### config.mk
export PLATFORM = sky130hd
export DESIGN_NAME = cpd_top
export DESIGN_NICKNAME = d
export VERILOG_FILES = /design/src/core/cpd_pkg.sv /design/src/core/cpd_delay.sv /design/src/core/cpd_top.sv
export SDC_FILE = /design/constraint.sdc
export NUM_CORES = 1
export LEC_CHECK = 0
export BUFFER_PORTS_ARGS = -buffer_cell sky130_fd_sc_hd__buf_2
export CORE_MARGIN = 2
export CORE_UTILIZATION = 40
export DETAILED_ROUTE_END_ITERATION = 10
export PLACE_DENSITY = 0.51
export SYNTH_ARGS = -nofsm -noshare
export SYNTH_HDL_FRONTEND = slang
export SYNTH_SLANG_ARGS = --single-unit
### constraint.sdc
create_clock -name clk_sys -period 3.2 [get_ports clk_sys]
set_input_delay 0.64 -clock clk_sys [delete_from_list [all_inputs] [get_ports clk_sys]]
set_output_delay 0.64 -clock clk_sys [all_outputs]
set_load 0.02 [all_outputs]
### src/core/cpd_pkg.sv
// constants and types for the coincidence pulse digitizer control
// assumes a single 125 MHz system clock and active-low async reset
package cpd_pkg;

  localparam int unsigned CLK_PERIOD_NS  = 8;
  localparam int unsigned CH_NUM         = 2;

  // delay of each channel pulse before the linear gate, in ns
  localparam int unsigned GATE_DELAY_NS  = 3000;
  localparam int unsigned GATE_DELAY_CYC = GATE_DELAY_NS / CLK_PERIOD_NS;
  // settle time from shaper active until a tick may set busy, in ns
  localparam int unsigned SETTLE_NS      = 4000;
  localparam int unsigned SETTLE_CYC     = (SETTLE_NS + CLK_PERIOD_NS - 1) / CLK_PERIOD_NS;
  // delay of the first-and-second coincidence, in ns
  localparam int unsigned COINC_DLY_NS   = 1000;
  localparam int unsigned COINC_DLY_CYC  = COINC_DLY_NS / CLK_PERIOD_NS;
  // linear gate opening pulse width, in ns
  localparam int unsigned OPEN_NS        = 5000;
  localparam int unsigned OPEN_CYC       = OPEN_NS / CLK_PERIOD_NS;
  // conversion tick period: 500 kc, 2 us per tick = one count per 10 mV
  localparam int unsigned TICK_NS        = 2000;
  localparam int unsigned TICK_CYC       = TICK_NS / CLK_PERIOD_NS;
  // linear range: 2.56 V / 10 mV
  localparam int unsigned FULL_SCALE     = 256;

  localparam int unsigned CNT_W          = 10;
  localparam int unsigned DLY_W          = 9;

  localparam logic [CNT_W-1:0] CNT_ZERO  = 10'h000;

endpackage

### src/core/cpd_delay.sv
// fixed-length shift delay of a single level, one bit per system cycle
// assumes depth of at least one
module cpd_delay #(
  parameter int unsigned DEPTH = 375
) (
  // clock and reset
  input  wire logic clk_sys,
  input  wire logic resetn,
  // data
  input  wire logic din,
  output logic      dout
);
  logic [DEPTH-1:0] sr_q;
  logic [DEPTH-1:0] sr_d;

  always_comb begin
    if (DEPTH > 1) begin
      sr_d = {sr_q[DEPTH-2:0], din};
    end else begin
      sr_d = {DEPTH{din}};
    end
  end

  always_ff @(posedge clk_sys or negedge resetn) begin
    if (!resetn) begin
      sr_q <= '0;
    end else begin
      sr_q <= sr_d;
    end
  end

  assign dout = sr_q[DEPTH-1];
endmodule

### src/core/cpd_top.sv
// control logic of a two-channel coincidence pulse height digitizer
// assumes threshold hits and shaper levels synchronous to clk_sys,
// and an encoder that drives set request and sync as levels
//
// Functional notes
// - channel pulse delayed 3 us before gate
// - linear gate passes only during gating pulse
// - shaper active 4 us before busy set
// - conversion interval starts at busy rising edge
// - burst ticks only while shaper and busy
// - one tick per 2 us, range 256
// - busy rests cleared; coincidence only when clear
// - tick with either shaper sets busy
// - one shared 500 kc tick for all
// - hit pulse per channel above threshold
// - first-and-second coincidence, 1 us delay, third veto
// - gate opening only while busy clear
module cpd_top (
  // clock and reset
  input  wire logic                 clk_sys,
  input  wire logic                 resetn,
  // threshold detector outputs, one per channel
  input  wire logic [2:0]           thr_hit,
  // channel pulses arriving for the linear gates
  input  wire logic [1:0]           ch_pulse,
  // converter shaper outputs, high while held amplitude decays
  input  wire logic [1:0]           shaper_act,
  // telemetry encoder
  input  wire logic                 enc_set_req,
  input  wire logic                 enc_sync,
  // linear gate side
  output logic [1:0]                gate_out,
  output logic                      gate_open,
  output logic                      discharge,
  // converter outputs to the encoder
  output logic [1:0]                burst,
  output logic                      busy,
  output logic                      tick
);
  import cpd_pkg::*;

  ////////////////////////////////////////////////////////////////////////////
  // shared 500 kc tick
  logic [DLY_W-1:0] tick_cnt_q, tick_cnt_d;
  logic             tick_q, tick_d;

  always_comb begin
    tick_d     = 1'b0;
    tick_cnt_d = tick_cnt_q + 9'h001;
    if (tick_cnt_q == DLY_W'(TICK_CYC - 1)) begin
      tick_cnt_d = '0;
      tick_d     = 1'b1;
    end
  end

  always_ff @(posedge clk_sys or negedge resetn) begin
    if (!resetn) begin
      tick_cnt_q <= '0;
      tick_q     <= 1'b0;
    end else begin
      tick_cnt_q <= tick_cnt_d;
      tick_q     <= tick_d;
    end
  end
  assign tick = tick_q;

  ////////////////////////////////////////////////////////////////////////////
  // hits and coincidence
  logic [2:0] hit_q, hit_d;
  logic       ab_dly;
  logic       abc_n;

  always_comb begin
    hit_d = thr_hit;
  end

  cpd_delay #(.DEPTH(COINC_DLY_CYC)) u_coinc_dly (
    .clk_sys (clk_sys),
    .resetn  (resetn),
    .din     (hit_q[0] & hit_q[1]),
    .dout    (ab_dly)
  );

  // third channel vetoes at acceptance time
  assign abc_n = ab_dly & ~hit_q[2];

  ////////////////////////////////////////////////////////////////////////////
  // busy flag and gate opening pulse
  logic             busy_q, busy_d;
  logic             sync_q, sync_d;
  logic [CNT_W-1:0] open_cnt_q, open_cnt_d;
  logic             open_q, open_d;
  logic [1:0]       settled;
  logic             sync_fall;

  assign sync_fall = sync_q & ~enc_sync;

  always_comb begin
    sync_d = enc_sync;
    busy_d = busy_q;
    // set wins over the sync clear so no conversion is lost
    if (sync_fall) begin
      busy_d = 1'b0;
    end
    if (enc_set_req || (tick_q && |(shaper_act & settled))) begin
      busy_d = 1'b1;
    end
  end

  always_comb begin
    open_d     = open_q;
    open_cnt_d = open_cnt_q;
    // 625 cycles overflow a 9-bit count, so this one is wider
    if (open_q) begin
      if (open_cnt_q == CNT_ZERO) begin
        open_d = 1'b0;
      end else begin
        open_cnt_d = open_cnt_q - 10'h001;
      end
    end else if (abc_n && !busy_q) begin
      open_d     = 1'b1;
      open_cnt_d = CNT_W'(OPEN_CYC - 1);
    end
  end

  always_ff @(posedge clk_sys or negedge resetn) begin
    if (!resetn) begin
      hit_q      <= '0;
      busy_q     <= 1'b0;
      sync_q     <= 1'b0;
      open_q     <= 1'b0;
      open_cnt_q <= '0;
    end else begin
      hit_q      <= hit_d;
      busy_q     <= busy_d;
      sync_q     <= sync_d;
      open_q     <= open_d;
      open_cnt_q <= open_cnt_d;
    end
  end
  assign busy      = busy_q;
  assign gate_open = open_q;
  // discharge begins at busy rising edge and runs while busy
  assign discharge = busy_q;

  ////////////////////////////////////////////////////////////////////////////
  // per channel: input delay, linear gate, settle count, burst gate
  logic [1:0] pulse_dly;
  logic [1:0] gate_q, gate_d;
  logic [1:0] burst_q, burst_d;

  for (genvar i = 0; i < CH_NUM; i++) begin : g_ch
    logic [DLY_W-1:0] set_cnt_q, set_cnt_d;

    cpd_delay #(.DEPTH(GATE_DELAY_CYC)) u_in_dly (
      .clk_sys (clk_sys),
      .resetn  (resetn),
      .din     (ch_pulse[i]),
      .dout    (pulse_dly[i])
    );

    // held amplitude must settle before a tick may set busy
    always_comb begin
      set_cnt_d = '0;
      if (shaper_act[i]) begin
        set_cnt_d = (set_cnt_q == DLY_W'(SETTLE_CYC)) ? set_cnt_q : set_cnt_q + 9'h001;
      end
    end

    always_ff @(posedge clk_sys or negedge resetn) begin
      if (!resetn) begin
        set_cnt_q <= '0;
      end else begin
        set_cnt_q <= set_cnt_d;
      end
    end
    assign settled[i] = (set_cnt_q == DLY_W'(SETTLE_CYC));
  end

  always_comb begin
    gate_d  = pulse_dly & {2{open_q}};
    burst_d = {2{tick_q & busy_q}} & shaper_act;
  end

  always_ff @(posedge clk_sys or negedge resetn) begin
    if (!resetn) begin
      gate_q  <= '0;
      burst_q <= '0;
    end else begin
      gate_q  <= gate_d;
      burst_q <= burst_d;
    end
  end
  assign gate_out = gate_q;
  assign burst    = burst_q;

  ////////////////////////////////////////////////////////////////////////////
  // assertions

  // helper count of the gate pulse length for the length check
  logic [CNT_W-1:0] open_len_q;

  always_ff @(posedge clk_sys or negedge resetn) begin
    if (!resetn) begin
      open_len_q <= CNT_ZERO;
    end else begin
      open_len_q <= open_q ? open_len_q + 10'h001 : CNT_ZERO;
    end
  end

  open_len_a: assert property (@(posedge clk_sys) disable iff (!resetn)
    $fell(open_q) |-> open_len_q == CNT_W'(OPEN_CYC))
    else $error("gate pulse length wrong");

  busy_hold_a: assert property (@(posedge clk_sys) disable iff (!resetn)
    enc_set_req |=> busy_q)
    else $error("busy not set by set request");

  sync_clear_a: assert property (@(posedge clk_sys) disable iff (!resetn)
    (sync_q && !enc_sync && !enc_set_req && !(tick_q && |(shaper_act & settled)))
      |=> !busy_q)
    else $error("busy not cleared by sync");

  open_block_a: assert property (@(posedge clk_sys) disable iff (!resetn)
    (!open_q && busy_q) |=> !open_q)
    else $error("gate opened while busy");

  open_width_a: assert property (@(posedge clk_sys) disable iff (!resetn)
    $rose(open_q) |-> open_q [*8])
    else $error("gate pulse too short");

  gate_closed_a: assert property (@(posedge clk_sys) disable iff (!resetn)
    !open_q |=> gate_q == 2'b00)
    else $error("linear gate open without gating pulse");

  burst_cond_a: assert property (@(posedge clk_sys) disable iff (!resetn)
    |burst_q |-> $past(busy_q) && $past(tick_q))
    else $error("burst outside busy");

  tick_period_a: assert property (@(posedge clk_sys) disable iff (!resetn)
    tick_q |=> !tick_q [*8])
    else $error("tick too frequent");

  tick_due_a: assert property (@(posedge clk_sys) disable iff (!resetn)
    tick_q |-> ##[1:250] tick_q)
    else $error("tick missing");

  settle_gate_a: assert property (@(posedge clk_sys) disable iff (!resetn)
    (!busy_q && !enc_set_req && !(|settled)) |=> !busy_q)
    else $error("busy set before settle");

  veto_a: assert property (@(posedge clk_sys) disable iff (!resetn)
    (!open_q && hit_q[2]) |=> !open_q)
    else $error("opening despite third channel");

  open_c: cover property (@(posedge clk_sys) disable iff (!resetn) $rose(open_q));
  busy_c: cover property (@(posedge clk_sys) disable iff (!resetn) $rose(busy_q));
  burst_c: cover property (@(posedge clk_sys) disable iff (!resetn) burst_q == 2'b11);
  clear_c: cover property (@(posedge clk_sys) disable iff (!resetn) $fell(busy_q));
endmodule

==> impl_metrics.csv <==
group,metric,value,unit
timing,slew_viol_final,0,
floorplanning,rows,90,
setup_path,path_cells,"buf_2",
final_layout,area.sequential,0.0231,sq mm
setup_path,critical-path-top-delay-family,"flip-flops",
setup_path,max_stage_delay,0.47,ns
final_layout,multiInputGateArea,0.00101,sq mm
timing,clock_skew,0.0183,ns
setup_path,slowest_stage,"dfrtp_1",
floorplanning,die-area,0.0624,sq mm
final_layout,finalInstanceArea,0.0286,sq mm
final_layout,final_common_cell,"dfrtp_1",
setup_path,crit_arrival,1.29,ns
clock_tree,max-clock-path-buffers,3,
final_layout,fill_cells,4891,
worst_hold_path,hold_class,"primary input to flop",
clock_tree,clockRootBuffer,"clkbuf_16",
clock_tree,cts_sinks,923,
global_route,grt_pass1_vias,9703,
pwr,fin_total_pwr,22.6,mW
clock_tree,path_clk_slew,0.06,ns
global_route,busiest_layer,"met1",
final_layout,syn2layout_area_growth,18.5,%
setup_path,cp_max_fo,9,
place,dp.cells,1921,
place,place_area,0.0256,sq mm
setup_path,r2r-start,"open_cnt_q[0]",
final_layout,utilization,47.7,%
final_layout,antennaDiodeCount,0,
pwr,powerDensity,789,mW/mm^2
status,status,"completed",
global_route,grt_max_degree,101,
timing,worstMarginPinSlew,0.796,ns
yosys,async_flop_share,100,%
detailed_routing,wl_per_cell,13.6,um
pwr,power_leakage,14.7,nW
clock_tree,cts_max_level,3,
detailed_routing,drc,0,
setup_path,worstReg2RegEnd,"open_cnt_q[1]",
clock_tree,cts_tree,"done",
floorplanning,die-height,250,um
setup_path,required,2.56,ns
place,finalWeightedCongestion,0.681,
setup_path,r2r_cells,5,
place,dp_hpwl,13000,um
clock_tree,insertion_delay,0.62,ns
final_layout,finalNonFillerCells,2082,
clock_tree,numCtsBuffers,90,
detailed_routing,drt_first_iter_violations,548,
global_route,grt_pass1_wl,50700,um
worst_hold_path,whs_path_depth,1,
floorplanning,die_width,250,um
floorplanning,start_util,40.3,%
final_layout,drive_gt1_share,14.5,%
global_route,antenna_found_initial,0,
global_route,track_usage,9.95,%
run,max_cap_viol_count,0,
yosys,syn_nets,1116,
setup_path,start_kind,"flop",
yosys,ys_ff_latch,923,
setup_path,r2r_slack,1.37,ns
place,dp_slack,1.36,ns
detailed_routing,ant_nets,0,
final_layout,layout_common_cells,"923 x dfrtp_1, 92 x clkbuf_16, 23 x clkbuf_8",
floorplanning,coreArea,0.0600,sq mm
timing,maxSlewHeadroom,46.2,%
floorplanning,io_pins,19,
yosys,syn_avg_cell_area,22.0,sq um
timing,period_needed,1.93,ns
timing,setup_ws,1.27,ns
clock_tree,cts-resized-gates,0,
yosys,syn-instance-count,1098,
timing,setup_viol,0,
final_layout,nNetsFinal,1250,
detailed_routing,dr_total_vias,8808,
global_route,grt_use_met1,15.7,%
global_route,grt_overflow,0,
timing,tns,0,ns
worst_hold_path,min_to,"g_ch[1].u_in_dly.sr_q[0]",
detailed_routing,viasPerCell,4.23,
setup_path,worst-path-buf-inv,1,
setup_path,crit_type,"flop to output pin",
timing,final_hold_viol_count,0,
place,portBuffers,18,
setup_path,cp-startpoint,"gate_open",
setup_path,end_kind,"output pin",
yosys,ys_seq_area_share,95.6,%
detailed_routing,routed_wl,28200,um
yosys,syn_area,0.0242,sq mm
global_route,use_met2,12.5,%
pwr,vdd_drop_max,0.407,mV
global_route,use_met3,3.18,%
timing,finalCritPeriodShare,60.2,%
yosys,synth_cell_types,41,
yosys,yosysWarnings,0,
yosys,ys.flop_type,"dfrtp_1",
yosys,synth_edf_count,0,
timing,fin_hold_ws,0.138,ns
detailed_routing,drt-pass1-iter-count,4,
timing,fmax,519,MHz
worst_hold_path,min_from,"ch_pulse[1]",
timing,rsz0062_at_grt,"no",
## power breakdown
group / total [mW] / internal, mW / switching [mW]
Combinational: 0.289 / 0.0568 / 0.232
Clock: 10.5 / 6.38 / 4.10
Sequential: 11.8 / 11.8 / 0.0373
Total: 22.6 / 18.2 / 4.37
## cell families (layout without fill, tap and decap cells)
logic type,Yosys count,count (layout),synth area share (%)
flip-flops,923,923,95.6
buffers and inverters,15,217,0.249
AND/OR/NAND/NOR,90,90,2.14
adder cells (fa/ha/maj),7,7,0.362
XOR/XNOR,6,6,0.218
AO/OA/AOI/OAI,53,53,1.28
multiplexers,4,4,0.166
## worst max path at each step
stage	end	cells after the start	slack, ns
6_report	gate_open	1	1.27
5_1_grt	gate_open	1	1.18
4_1_cts	gate_open	1	1.22
3_5_place_dp	open_cnt_q[1]	5	1.36
3_3_place_gp	open_cnt_q[1]	5	1.41
2_1_floorplan	open_cnt_q[0]	3	1.53
## routing by layer
metal  vias to the layer above  routed length, um
li1                       3811                  -
met5                         -                  0
met4                         0                827
met2                       141              11600
met1                      4786              14500
met3                        70               1340
## synthesized netlist by cell type, types with 2 or more instances
cell / instances / area share [%]
dfrtp_1: 923 / 96
a21oi_1: 20 / 0.41
o21ai_0: 17 / 0.35
nand2_1: 16 / 0.25
inv_1: 13 / 0.20
nand3_1: 13 / 0.27
nor2_1: 12 / 0.19
or3_1: 11 / 0.28
ha_1: 7 / 0.36
nand4_1: 6 / 0.16
and2_1: 5 / 0.13
nor3_1: 5 / 0.10
a31oi_1: 4 / 0.10
mux2i_1: 4 / 0.17
and4_1: 3 / 0.11
o31ai_1: 3 / 0.093
xnor2_1: 3 / 0.11
xor2_1: 3 / 0.11
a211o_1: 2 / 0.073
and3_1: 2 / 0.052
and4b_1: 2 / 0.083
nand2b_1: 2 / 0.052
nand4b_1: 2 / 0.073
nor4b_1: 2 / 0.073
or4_1: 2 / 0.062
## layout make-up
type	count	share of cell area [%]
tap	782	3.42
timing repair buffer	44	1.56
inverter	13	0.170
sequential	923	80.7
clock buffer	134	9.40
clock inverter	26	1.25
multi-input combinational	160	3.52
## state kept, by name, summed over array words and instances (netlist names)
name,cells
burst,2
tick,1
gate_out,2
open_cnt_q,10
sync_q,1
busy,1
g_ch.u_in_dly.sr_q,750
gate_open,1
hit_q,3
u_coinc_dly.sr_q,125
tick_cnt_q,9
g_ch.set_cnt_q,18
## timing repair
action,in CTS,in global routing
endpoints found under the setup margin,0,0
hold endpoints to repair,51,0
hold buffers,1,0
buffers inserted,0,0
(Power assumes the default switching activity.)
